File: config.mk
export PLATFORM = sky130hd
export DESIGN_NAME = sslc_supervisor
export DESIGN_NICKNAME = d
export VERILOG_FILES = /design/src/pkg/sslc_pkg.sv /design/src/sslc_settle_timer.sv /design/src/sslc_supervisor.sv
export SDC_FILE = /design/constraint.sdc
export NUM_CORES = 1
export LEC_CHECK = 0
export BUFFER_PORTS_ARGS = -buffer_cell sky130_fd_sc_hd__buf_4
export CAP_MARGIN = 20
export CORE_MARGIN = 2
export CORE_UTILIZATION = 35
export CTS_BUF_LIST = sky130_fd_sc_hd__clkbuf_8
export DETAILED_ROUTE_END_ITERATION = 7
export GPL_ROUTABILITY_DRIVEN = 0
export PLACE_DENSITY = 0.52
export SETUP_SLACK_MARGIN = 0.3
export SYNTH_ARGS = -nofsm -noshare
export SYNTH_HDL_FRONTEND = slang
export SYNTH_SLANG_ARGS = --single-unit
File: constraint.sdc
create_clock -name clk -period 4.1 [get_ports clk]
set_input_delay 0.82 -clock clk [delete_from_list [all_inputs] [get_ports clk]]
set_output_delay 0.82 -clock clk [all_outputs]
set_load 0.05 [all_outputs]
File: src/pkg/sslc_pkg.sv
package sslc_pkg;

  // ****************************************************************
  // timing
  // ****************************************************************
  localparam int CLK_PERIOD_NS = 10;
  localparam int WAKE_FAST_NS = 2000;
  localparam int WAKE_SLOW_NS = 150000;
  localparam int SETTLE_FULL_NS = 2000;
  localparam int SETTLE_NORMAL_NS = 150000;
  // least times, rounded up to whole cycles
  localparam int WAKE_FAST_CYC = (WAKE_FAST_NS + CLK_PERIOD_NS - 1) / CLK_PERIOD_NS;
  localparam int WAKE_SLOW_CYC = (WAKE_SLOW_NS + CLK_PERIOD_NS - 1) / CLK_PERIOD_NS;
  localparam int SETTLE_FULL_CYC = (SETTLE_FULL_NS + CLK_PERIOD_NS - 1) / CLK_PERIOD_NS;
  localparam int SETTLE_NORMAL_CYC = (SETTLE_NORMAL_NS + CLK_PERIOD_NS - 1) / CLK_PERIOD_NS;
  localparam int TIMER_W = 18;

  // ****************************************************************
  // register map
  // ****************************************************************
  localparam int ADDR_W = 8;
  localparam logic [7:0] OFS_LOW_CTL = 8'h00;
  localparam logic [7:0] OFS_HIGH_CTL = 8'h04;
  localparam logic [7:0] OFS_FLAGS = 8'h08;
  localparam logic [7:0] OFS_MASK = 8'h0c;
  localparam logic [7:0] OFS_STATUS = 8'h10;
  localparam logic [7:0] OFS_SLEEP = 8'h14;

  // flag register bit positions
  localparam int FLG_LOW_SETTLE = 0;
  localparam int FLG_HIGH_SETTLE = 1;
  localparam int FLG_CORE_SUPV = 2;
  localparam int FLG_CORE_MON = 3;
  localparam int FLG_SUPPLY_SUPV = 4;
  localparam int FLG_SUPPLY_MON = 5;
  localparam int FLG_EARLY_ENTRY = 6;
  localparam int FLG_WAKE_DONE = 7;
  localparam int FLG_W = 8;
  localparam logic [7:0] STICKY_BITS = 8'hfc;

  // sleep request register fields
  localparam int SLP_LEVEL_LSB = 0;
  localparam int SLP_ON_EXIT = 2;
  localparam logic [1:0] LEVEL_NONE = 2'h0;

  // per side control word, supvEnable in bit 0
  typedef struct packed {
    logic ovpEnable;
    logic monPorEnable;
    logic supvPorEnable;
    logic autoControl;
    logic monFullPerf;
    logic monEnable;
    logic supvFullPerf;
    logic supvLpmKeep;
    logic supvEnable;
  } sslc_side_ctl_s;
  localparam int CTL_W = 9;
  localparam logic [8:0] LOW_CTL_RST = 9'h041;
  localparam logic [8:0] HIGH_CTL_RST = 9'h041;
  localparam logic [7:0] MASK_RST = 8'h00;

  // comparator trip inputs from the analog side
  typedef struct packed {
    logic overvolt;
    logic supplyMon;
    logic supplySupv;
    logic coreMon;
    logic coreSupv;
  } sslc_trip_s;

  typedef enum logic [1:0] {PERF_OFF, PERF_NORMAL, PERF_FULL} sslc_perf_e;
  typedef enum logic [1:0] {MODE_ACTIVE, MODE_SLEEP, MODE_WAKING} sslc_mode_e;

  // operating state of one supervisor or monitor
  function automatic sslc_perf_e sslc_perf(input logic en, input logic keep,
                                           input logic fp, input logic autoCtl,
                                           input logic deep);
    sslc_perf_e st;
    st = PERF_OFF;
    if (!en) begin
      st = PERF_OFF;
    end else if (!deep) begin
      st = fp ? PERF_FULL : PERF_NORMAL;
    end else if (!keep) begin
      st = PERF_OFF;
    end else if (autoCtl) begin
      st = fp ? PERF_NORMAL : PERF_OFF;
    end else begin
      st = fp ? PERF_FULL : PERF_NORMAL;
    end
    return st;
  endfunction

endpackage

File: src/sslc_settle_timer.sv
`timescale 1ns/100ps
`default_nettype none
module sslc_settle_timer
  import sslc_pkg::*;
#(
  parameter int FAST_CYC = SETTLE_FULL_CYC,
  parameter int SLOW_CYC = SETTLE_NORMAL_CYC
) (
  input wire logic clk,
  input wire logic reset,
  input wire logic start,
  input wire logic fullPerf,
  output logic busy
);

  logic [TIMER_W-1:0] count;

  // ****************************************************************
  // countdown
  // ****************************************************************
  // a new write restarts the interval, so the flag tracks the last write
  always_ff @(posedge clk) begin
    if (reset) begin
      count <= '0;
      busy <= 1'b0;
    end else if (start) begin
      count <= fullPerf ? TIMER_W'(FAST_CYC - 1) : TIMER_W'(SLOW_CYC - 1);
      busy <= 1'b1;
    end else if (count != '0) begin
      count <= count - 1'b1;
    end else begin
      busy <= 1'b0;
    end
  end

endmodule
`default_nettype wire

File: src/sslc_supervisor.sv
`timescale 1ns/100ps
`default_nettype none
module sslc_supervisor
  import sslc_pkg::*;
#(
  parameter int WAKE_SLOW = WAKE_SLOW_CYC,
  parameter int SETTLE_SLOW = SETTLE_NORMAL_CYC
) (
  input wire logic clk,
  input wire logic reset,
  input wire logic psel,
  input wire logic penable,
  input wire logic pwrite,
  input wire logic [ADDR_W-1:0] paddr,
  input wire logic [31:0] pwdata,
  output logic [31:0] prdata,
  output logic pready,
  output logic pslverr,
  input wire logic wakeIrq,
  input wire logic isrReturn,
  input wire logic programReset,
  input wire sslc_trip_s trip,
  output logic cpuHold,
  output logic deepSleep,
  output logic porRequest,
  output logic irq,
  output logic wakeFast
);

  sslc_side_ctl_s lowCtl;
  sslc_side_ctl_s highCtl;
  logic [FLG_W-1:0] flags;
  logic [FLG_W-1:0] mask;
  logic [1:0] sleepLevel;
  logic sleepOnExit;
  sslc_mode_e mode;
  logic [TIMER_W-1:0] wakeCount;
  logic wakePending;
  logic lowSettle;
  logic highSettle;
  logic setupPhase;
  logic accessPhase;
  logic wrLow;
  logic wrHigh;
  logic wrFlags;
  logic wrMask;
  logic wrSleep;
  logic mapped;
  logic deep;
  logic sleepReq;
  logic autoReq;
  logic enterSleep;
  sslc_perf_e coreSupvSt;
  sslc_perf_e coreMonSt;
  sslc_perf_e supplySupvSt;
  sslc_perf_e supplyMonSt;
  logic [FLG_W-1:0] evtSet;
  logic coreSupvEvt;
  logic coreMonEvt;
  logic supplySupvEvt;
  logic supplyMonEvt;
  logic ovpEvt;
  logic [31:0] rdMux;

  // ****************************************************************
  // apb slave
  // ****************************************************************
  // zero wait states; unmapped offsets answer with pslverr
  assign setupPhase = psel && !penable;
  assign accessPhase = psel && penable;
  assign mapped = (paddr == OFS_LOW_CTL) || (paddr == OFS_HIGH_CTL) ||
                  (paddr == OFS_FLAGS) || (paddr == OFS_MASK) ||
                  (paddr == OFS_STATUS) || (paddr == OFS_SLEEP);
  assign pready = 1'b1;
  assign pslverr = accessPhase && !mapped;
  assign wrLow = accessPhase && pwrite && (paddr == OFS_LOW_CTL);
  assign wrHigh = accessPhase && pwrite && (paddr == OFS_HIGH_CTL);
  assign wrFlags = accessPhase && pwrite && (paddr == OFS_FLAGS);
  assign wrMask = accessPhase && pwrite && (paddr == OFS_MASK);
  assign wrSleep = accessPhase && pwrite && (paddr == OFS_SLEEP);

  // read mux, sampled into prdata during the setup cycle
  always_comb begin
    rdMux = 32'h0000_0000;
    case (paddr)
      OFS_LOW_CTL: rdMux[CTL_W-1:0] = lowCtl;
      OFS_HIGH_CTL: rdMux[CTL_W-1:0] = highCtl;
      OFS_FLAGS: rdMux[FLG_W-1:0] = flags;
      OFS_MASK: rdMux[FLG_W-1:0] = mask;
      OFS_STATUS: rdMux[10:0] = {mode, wakeFast, supplyMonSt, supplySupvSt,
                                 coreMonSt, coreSupvSt};
      OFS_SLEEP: rdMux[2:0] = {sleepOnExit, sleepLevel};
      default: rdMux = 32'h0000_0000;
    endcase
  end

  always_ff @(posedge clk) begin
    if (reset) begin
      prdata <= 32'h0000_0000;
    end else if (setupPhase && !pwrite) begin
      prdata <= rdMux;
    end
  end

  // ****************************************************************
  // control registers
  // ****************************************************************
  // side control words
  always_ff @(posedge clk) begin
    if (reset) begin
      lowCtl <= LOW_CTL_RST;
      highCtl <= HIGH_CTL_RST;
    end else begin
      if (wrLow) begin
        lowCtl <= pwdata[CTL_W-1:0];
      end
      if (wrHigh) begin
        highCtl <= pwdata[CTL_W-1:0];
      end
    end
  end

  // interrupt mask and sleep request settings
  always_ff @(posedge clk) begin
    if (reset) begin
      mask <= MASK_RST;
      sleepLevel <= LEVEL_NONE;
      sleepOnExit <= 1'b0;
    end else begin
      if (wrMask) begin
        mask <= pwdata[FLG_W-1:0] & STICKY_BITS;
      end
      if (wrSleep) begin
        sleepLevel <= pwdata[SLP_LEVEL_LSB +: 2];
        sleepOnExit <= pwdata[SLP_ON_EXIT];
      end
    end
  end

  // ****************************************************************
  // settle delay flags
  // ****************************************************************
  // supervisor full performance (bit 2 of the write) settles on the short interval, normal on the long one
  sslc_settle_timer #(
    .FAST_CYC(SETTLE_FULL_CYC),
    .SLOW_CYC(SETTLE_SLOW)
  ) u_low_settle (
    .clk(clk),
    .reset(reset),
    .start(wrLow),
    .fullPerf(pwdata[1+1]),
    .busy(lowSettle)
  );

  sslc_settle_timer #(
    .FAST_CYC(SETTLE_FULL_CYC),
    .SLOW_CYC(SETTLE_SLOW)
  ) u_high_settle (
    .clk(clk),
    .reset(reset),
    .start(wrHigh),
    .fullPerf(pwdata[1+1]),
    .busy(highSettle)
  );

  // ****************************************************************
  // unit states and wake timing
  // ****************************************************************
  // monitors have no keep bit and hold their state under manual control
  assign deep = (mode == MODE_SLEEP);
  assign coreSupvSt = sslc_perf(lowCtl.supvEnable, lowCtl.supvLpmKeep,
                                lowCtl.supvFullPerf, lowCtl.autoControl, deep);
  assign coreMonSt = sslc_perf(lowCtl.monEnable, 1'b1, lowCtl.monFullPerf,
                               lowCtl.autoControl, deep);
  assign supplySupvSt = sslc_perf(highCtl.supvEnable, highCtl.supvLpmKeep,
                                  highCtl.supvFullPerf, highCtl.autoControl, deep);
  assign supplyMonSt = sslc_perf(highCtl.monEnable, 1'b1, highCtl.monFullPerf,
                                 highCtl.autoControl, deep);

  // any core unit enabled in normal performance forces the slow wake
  assign wakeFast = !((lowCtl.supvEnable && !lowCtl.supvFullPerf) ||
                      (lowCtl.monEnable && !lowCtl.monFullPerf));

  // ****************************************************************
  // sleep sequencer
  // ****************************************************************
  assign sleepReq = wrSleep && (pwdata[SLP_LEVEL_LSB +: 2] != LEVEL_NONE);
  assign autoReq = isrReturn && sleepOnExit && (sleepLevel != LEVEL_NONE);
  assign enterSleep = (mode == MODE_ACTIVE) && (sleepReq || autoReq);

  // an interrupt in the entry cycle is latched, so none is lost
  always_ff @(posedge clk) begin
    if (reset || programReset) begin
      wakePending <= 1'b0;
    end else if (mode == MODE_SLEEP) begin
      wakePending <= 1'b0;
    end else if (enterSleep && wakeIrq) begin
      wakePending <= 1'b1;
    end
  end

  // mode and wake countdown; program reset overrides every state
  always_ff @(posedge clk) begin
    if (reset || programReset) begin
      mode <= MODE_ACTIVE;
      wakeCount <= '0;
    end else begin
      case (mode)
        MODE_ACTIVE: begin
          if (enterSleep) begin
            mode <= MODE_SLEEP;
          end
        end
        MODE_SLEEP: begin
          if (wakeIrq || wakePending) begin
            mode <= MODE_WAKING;
            wakeCount <= wakeFast ? TIMER_W'(WAKE_FAST_CYC - 1) : TIMER_W'(WAKE_SLOW - 1);
          end
        end
        MODE_WAKING: begin
          if (wakeCount == '0) begin
            mode <= MODE_ACTIVE;
          end else begin
            wakeCount <= wakeCount - 1'b1;
          end
        end
        default: mode <= MODE_ACTIVE;
      endcase
    end
  end

  assign cpuHold = (mode != MODE_ACTIVE);
  assign deepSleep = deep;

  // ****************************************************************
  // events, reset requests and flags
  // ****************************************************************
  // supervisor and monitor trips are ignored while the unit is off or its comparator settles
  assign coreSupvEvt = trip.coreSupv && (coreSupvSt != PERF_OFF) && !lowSettle;
  assign coreMonEvt = trip.coreMon && (coreMonSt != PERF_OFF) && !lowSettle;
  assign supplySupvEvt = trip.supplySupv && (supplySupvSt != PERF_OFF) && !highSettle;
  assign supplyMonEvt = trip.supplyMon && (supplyMonSt != PERF_OFF) && !highSettle;
  assign ovpEvt = trip.overvolt && highCtl.ovpEnable && (supplyMonSt != PERF_OFF);

  // reset request is a registered one-cycle pulse per event cycle
  always_ff @(posedge clk) begin
    if (reset) begin
      porRequest <= 1'b0;
    end else begin
      porRequest <= (coreSupvEvt && lowCtl.supvPorEnable) ||
                    (coreMonEvt && lowCtl.monPorEnable) ||
                    (supplySupvEvt && highCtl.supvPorEnable) ||
                    (supplyMonEvt && highCtl.monPorEnable) ||
                    ovpEvt;
    end
  end

  // events that do not reset set sticky flags instead, except supply monitor events while ovpEnable is set
  always_comb begin
    evtSet = '0;
    evtSet[FLG_CORE_SUPV] = coreSupvEvt && !lowCtl.supvPorEnable;
    evtSet[FLG_CORE_MON] = coreMonEvt && !lowCtl.monPorEnable;
    evtSet[FLG_SUPPLY_SUPV] = supplySupvEvt && !highCtl.supvPorEnable;
    evtSet[FLG_SUPPLY_MON] = supplyMonEvt && !highCtl.monPorEnable && !highCtl.ovpEnable;
    evtSet[FLG_EARLY_ENTRY] = enterSleep && (lowSettle || highSettle);
    evtSet[FLG_WAKE_DONE] = (mode == MODE_WAKING) && (wakeCount == '0);
  end

  // write one to clear; a set in the same cycle wins over the clear
  always_ff @(posedge clk) begin
    if (reset) begin
      flags <= '0;
    end else begin
      flags <= ((flags & ~(wrFlags ? pwdata[FLG_W-1:0] : '0)) | evtSet) & STICKY_BITS;
      flags[FLG_LOW_SETTLE] <= lowSettle;
      flags[FLG_HIGH_SETTLE] <= highSettle;
    end
  end

  assign irq = |(flags & mask & STICKY_BITS);

  // ****************************************************************
  // checks
  // ****************************************************************
  localparam int FAST_MAX = WAKE_FAST_CYC + 1;

  chk_sw_entry: assert property (@(posedge clk) disable iff (reset)
    (mode == MODE_ACTIVE) && sleepReq && !programReset |=> deepSleep && cpuHold)
    else $error("software sleep request not taken");

  chk_auto_entry: assert property (@(posedge clk) disable iff (reset)
    (mode == MODE_ACTIVE) && isrReturn && sleepOnExit && (sleepLevel != LEVEL_NONE)
    && !programReset |=> deepSleep)
    else $error("sleep on isr exit not taken");

  chk_early_irq: assert property (@(posedge clk) disable iff (reset)
    enterSleep && wakeIrq && !programReset ##1 !programReset |=> mode == MODE_WAKING)
    else $error("interrupt at entry did not wake");

  chk_puc_recover: assert property (@(posedge clk) disable iff (reset)
    programReset |=> !cpuHold && !deepSleep)
    else $error("program reset did not restore active");

  chk_fast_wake: assert property (@(posedge clk) disable iff (reset || programReset)
    $rose(mode == MODE_WAKING) && wakeFast && $stable(lowCtl)
    |-> ##[1:FAST_MAX] !cpuHold)
    else $error("fast wake too long");

  chk_slow_select: assert property (@(posedge clk) disable iff (reset)
    (lowCtl.supvEnable && !lowCtl.supvFullPerf) || (lowCtl.monEnable && !lowCtl.monFullPerf)
    |-> !wakeFast)
    else $error("normal performance did not select slow wake");

  chk_slow_hold: assert property (@(posedge clk) disable iff (reset || programReset)
    $rose(mode == MODE_WAKING) && !wakeFast |-> cpuHold [*8])
    else $error("slow wake ended early");

  chk_supply_auto: assert property (@(posedge clk) disable iff (reset)
    deepSleep && highCtl.autoControl && !highCtl.monFullPerf |-> supplyMonSt == PERF_OFF)
    else $error("supply monitor active in deep sleep under auto control");

  chk_supply_drop: assert property (@(posedge clk) disable iff (reset)
    deepSleep && !highCtl.supvLpmKeep |-> supplySupvSt == PERF_OFF)
    else $error("supply supervisor kept in deep sleep");

  chk_ovp_por: assert property (@(posedge clk) disable iff (reset)
    trip.overvolt && highCtl.ovpEnable && !deepSleep && highCtl.monEnable |=> porRequest)
    else $error("overvoltage did not request reset");

  chk_core_event: assert property (@(posedge clk) disable iff (reset)
    coreSupvEvt && !lowCtl.supvPorEnable |=> flags[FLG_CORE_SUPV])
    else $error("core supervisor event lost");

  chk_state_off: assert property (@(posedge clk) disable iff (reset)
    !lowCtl.supvEnable |-> coreSupvSt == PERF_OFF)
    else $error("disabled core supervisor not off");

  chk_settle_set: assert property (@(posedge clk) disable iff (reset)
    wrLow |=> lowSettle ##1 flags[FLG_LOW_SETTLE])
    else $error("settle flag not raised by control write");

  cov_sleep_wake: cover property (@(posedge clk) disable iff (reset)
    deepSleep ##1 mode == MODE_WAKING);
  cov_early_irq: cover property (@(posedge clk) disable iff (reset)
    enterSleep && wakeIrq);
  cov_ovp: cover property (@(posedge clk) disable iff (reset) ovpEvt);
  cov_early_entry: cover property (@(posedge clk) disable iff (reset)
    evtSet[FLG_EARLY_ENTRY]);

endmodule
`default_nettype wire

Word level (Yosys, flattened, before mapping). Cells that the tools add are included.

Shift operators: 0. Divide/modulo/power cells: 0. Muxes and demuxes: 44. $add $sub $neg: 3. Reduce and logical (&&, ||, !) cells: 84. $mul: 0. Bitwise operators: 4. Equality and inequality tests: 13. $lt $le $gt $ge: 0.

Operator list (count): $mux W18 (6); $sub A18 B1 Y18 const B (3); $mux W2 (22); $logic_and A1 B1 Y1 (38); $pmux W18 S2 (1); $reduce_bool A18 Y1 (2); $mux W14 (2); $pmux W5 S5 (1); $reduce_bool A2 Y1 (10); $logic_not A18 Y1 (1); $pmux W3 S6 (1); $and A8 B8 Y8 (2); $eq A8 B4 Y1 const B (2); $eq A8 B5 Y1 const B (2); $logic_or A1 B1 Y1 (14); $logic_not A1 Y1 (13); $eq A8 B3 Y1 const B (1); $logic_not A8 Y1 (1); $mux W1 (8); $mux W8 (1); $not A8 Y8 (1); $or A8 B8 Y8 (1); $ne A2 B1 Y1 const B (3); $ne A2 B2 Y1 const B (3); 8 further kinds (9).

Logic and storage cells: 179. Memories: 0. Flip-flop bits (word level): 106. Bits in writable memories: 0. Bits in latches: 0. Output and inout port bits: 39. Bits in read-only memories: 0.

Logic depth before layout (Yosys ltp).
Depth after elaboration: 13. Gate-level depth with buffers: 9.

Hierarchy. From an unflattened synthesis, not the netlist that was laid out.

Cells, all modules: 722. Area total of the unflattened synthesis: 6000.8 um^2.

By module, submodules not included: sslc_supervisor (sequential area each 1361.3 um^2, times used 1, cells each 476, area an instance 3791.1 um^2); sslc_settle_timer (sequential area each 380.4 um^2, times used 2, cells each 123, area an instance 1104.8 um^2).

Worst setup path after synthesis. OpenSTA, ideal clock, no wires.

Path type: input-to-output. Start point: input paddr[3]. End point: output pslverr. Path buffers: 2. Stages on the path: 4. Arrival time: 2.306 ns. Slack: 0.974 ns. Cell sequence: clkbuf_1 > clkbuf_1 > nand2_1 > a21oi_1.

Longest elaborated chain between the ends: 8. Elaborated cells on any way between the ends: 13. Those cells by class: eq/ne: 5; reduce/logical: 8.

RTL lines: from (decl) (RTL line sslc_supervisor.sv:14) `input wire logic [ADDR_W-1:0] paddr,`; $eq A8 B3 Y1 / $logic_not A8 Y1 (equally long branches) (RTL line sslc_supervisor.sv:71) `assign mapped = (paddr == OFS_LOW_CTL) || (paddr == OFS_HIGH_CTL) ||`; $logic_or A1 B1 Y1 (2 in series) (RTL line sslc_supervisor.sv:71); $logic_or A1 B1 Y1 (2 in series) (RTL line sslc_supervisor.sv:72) `(paddr == OFS_FLAGS) || (paddr == OFS_MASK) ||`; $logic_or A1 B1 Y1 (*) (RTL line sslc_supervisor.sv:73) `(paddr == OFS_STATUS) || (paddr == OFS_SLEEP);`; $logic_not A1 Y1 (*) (RTL line sslc_supervisor.sv:75) `assign pslverr = accessPhase && !mapped;`; $logic_and A1 B1 Y1 (*) (RTL line sslc_supervisor.sv:75); to (decl) (RTL line sslc_supervisor.sv:18) `output logic pslverr,`.

Mark *: on every way between the ends. The rest lies on a longest branch, timed or not.

Final worst setup path.
Start point: input paddr[1]. End point: output pslverr.

Same word-level chain as after synthesis.

==> results.ini <==
[worst_setup_path]
crit_path_start_kind=primary input
reg2reg_depth=6
crit_fanout=4
arrival_ns=2.06
required_ns=3.28
cp-startpoint=paddr[1]
crit_path_end_kind=output pin
regToRegStartpoint=mode[1]$_SDFFE_PP0P_
r2r-end=wakeCount[7]$_SDFFE_PP0P_
path_class=primary input to output pin
r2r_setup_slack_ns=1.55

[layout]
diodes=0
drive_above_1_share_pct=13.27
nNetsFinal=774
area_growth_pct=11.15
final_area_mm2=0.006235
fill_cells=1618
multi_input_area_mm2=0.003176
ff_latch_area_mm2=0.002122

[cts]
htreeDepth=3
cts_tree=yes
cts_buffer_depth=2
insertion_delay_ns=0.39
cts_buffers=9
cts_sinks=106
cts.reportedPaths.clkPinSlew_ns=0.11
cts.repair.resized=0
cts_root_buf=clkbuf_8
cts_setup_buffers=0
ctsHoldBuffers=0

[min_path]
holdPathEnd=lowCtl[8]$_SDFFE_PP0P_
min_path_type=flip-flop to flip-flop
worstHoldPathCells=2
hold_path.startpoint=lowCtl[8]$_SDFFE_PP0P_

[drt]
via_count=4924
dr.pass1.iters=5
routed_wl_um=14430
postRouteAntennaNets=0
drt_iter0_drc=372
viasPerCell=5.283
drcViolationCount=0
wire_per_inst_um=15.49

[power_and_ir_drop]
power.leakage_nw=2.365
ir_drop_uv=243.2
power_density_mw_per_mm2=509.2

[die]
core_mm2=0.01577
die_y_um=130.6
die_width_um=130.6
die_area_mm2=0.01706
placementRows=46
io-pin-count=92
initial_core_util_pct=35.57

[timing]
period_share_pct=70.18
slew_viol_final=0
fin_crit_ns=2.877
hold_viol_final=0
setup_viol=0
fmax_ghz=0.3475
hold_ws_ns=0.4666
fin_skew_ns=0.01698
relSlewSlack_pct=39.06
grt_setup_unrepaired=false
setup_tns_ns=0
tightestPinTransition_ns=0.9086

[grt]
grt_max_degree=68
track_usage_pct=17.17
grt_pass1_vias=4426
antenna_found_initial=0
grt_pass1_wl_um=23000
grt-ovfl-total=0

[yosys]
ys_seq_area_share_pct=37.83
syn-cell-area_mm2=0.005609
yosys.cell_types.count=60
ys_seq_elements=106
synth_area_leaders=dfxtp_1 (38%), a21oi_1 (5.1%), nor2_1 (4.5%)
yosys_warnings=0
async_flop_share_pct=0
ys.flop_type=dfxtp_1
syn_area_per_cell_um2=8.189
synth_edf_count=0
yosysTopAreaCellShare_pct=37.83
yosysTopAreaCell=dfxtp_1
synth_cells=685

[flow_run]
maxCapViolCount=0

[status]
status=finished clean

[placed_design]
placed_cell_area_mm2=0.006022
hpwlAfterDp_um=10560
io_buffers=46

## cell usage after synthesis, drive strengths merged (2+ instances only)
library cell  instances
a31oi                 7
a32oi                 4
ha                   10
o211ai                7
nand4                 6
a211oi               16
buf                  30
xnor2                12
nand4b                3
nand3b                7
o31ai                 3
nor2                 67
a311oi                2
a21oi                58
o22ai                 3
nor2b                 6
inv                  21
conb                  2
clkbuf               26
nand3                29
nand2                64
o21ai                32
xor2                 19
a211o                 3
and2                  2
a22oi                 8
nor4                 16
and3                  5
dfxtp               106
mux4                  4
or3b                  2
or2                   8
or4                  15
and4                  2
nor3                 28
or3                  12
or4b                  2
mux2i                14
a21o                  2
mux2                  6
nand2b                8
## worst max-delay path, stage by stage
cell and delay [ns]:
buf_4 0.11, or4_1 0.61, nor2_1 0.22, a21oi_1 0.10, buf_4 0.20
## how the worst max path moves through the flow
stage                                                     end  slack (ns)  cells past startpoint
after floorplan                                       pslverr        0.97                      4
after global placement     u_low_settle.count[4]$_SDFFE_PP0P_        0.98                      6
after detailed placement  u_low_settle.count[12]$_SDFFE_PP0P_        0.92                      6
after CTS                                             pslverr        1.23                      5
after global routing                                  pslverr        1.18                      5
final                                                 pslverr        1.22                      5
## placed cells by master (no fill, tap or decap), types with 7 or more instances in the layout
cell / instances
nand2_1: 64
a211oi_1: 16
buf_4: 50
conb_1: 22
or3_1: 12
nor2_1: 67
nor4_1: 13
o21ai_0: 32
a31oi_1: 7
xnor2_1: 12
nand3_1: 29
a22oi_1: 8
nand3b_1: 7
inv_1: 22
nand2b_1: 8
xor2_1: 19
a21oi_1: 57
ha_1: 10
clkbuf_8: 9
dfxtp_1: 106
o211ai_1: 7
mux2i_1: 14
nor3_1: 27
or4_1: 12
## where the power goes
| part | total [W] | internal [W] | switching, W |
|---|---|---|---|
| sequential | 0.00133 | 0.00118 | 0.000149 |
| combinational | 0.00117 | 0.000517 | 0.000656 |
| clock | 0.000670 | 0.000288 | 0.000382 |
| total | 0.00317 | 0.00199 | 0.00119 |
## layout make-up
type	count	area share, %
inverter	21	1.264
sequential	106	34.04
clock inverter	7	1.244
timing repair buffer	51	6.201
clock buffer	9	1.987
tap	216	4.335
multi-input combinational	522	50.93
## per-layer routing
layer  GRT usage [%]  wire, µm
met5               0         0
met2           28.09      6823
met3           3.868       713
met4           4.693       170
met1           22.92      6726
## flip-flops by register name, summed over array words and instances (netlist names), 6 cells and up
register / cells
flags: 8
highCtl: 9
lowCtl: 9
mask: 6
prdata: 11
u_high_settle.count: 18
u_low_settle.count: 18
wakeCount: 18
## logic make-up (layout without fill, tap and decap cells)
kind of cell,count (synthesis),in the layout,synth area share [%]
and+or+nand+nor,284,284,26.23
AOI/OAI and AO/OA,151,151,16.37
DFF,106,106,37.83
buffers and inverters,77,88,6.982
xor gates and xnor gates,31,31,4.841
muxes,24,24,5.376
adders and majority gates,10,10,2.231
other,2,22,0.1339
## metrics by stage
step / instances / setup WS, ns / util [%] / power [W]
2_1_floorplan: 705 / 0.9741 / - / 0.002347
3_3_place_gp: 915 / 0.9819 / 38.19 / 0.002509
3_5_place_dp: 915 / 0.9155 / 38.19 / 0.002527
4_1_cts: 931 / 1.235 / 39.46 / 0.003213
5_1_grt: 932 / 1.184 / 39.54 / 0.003409
6_report: 932 / 1.223 / 39.54 / 0.003175
Note: power is estimated with default switching activity, not from simulation.
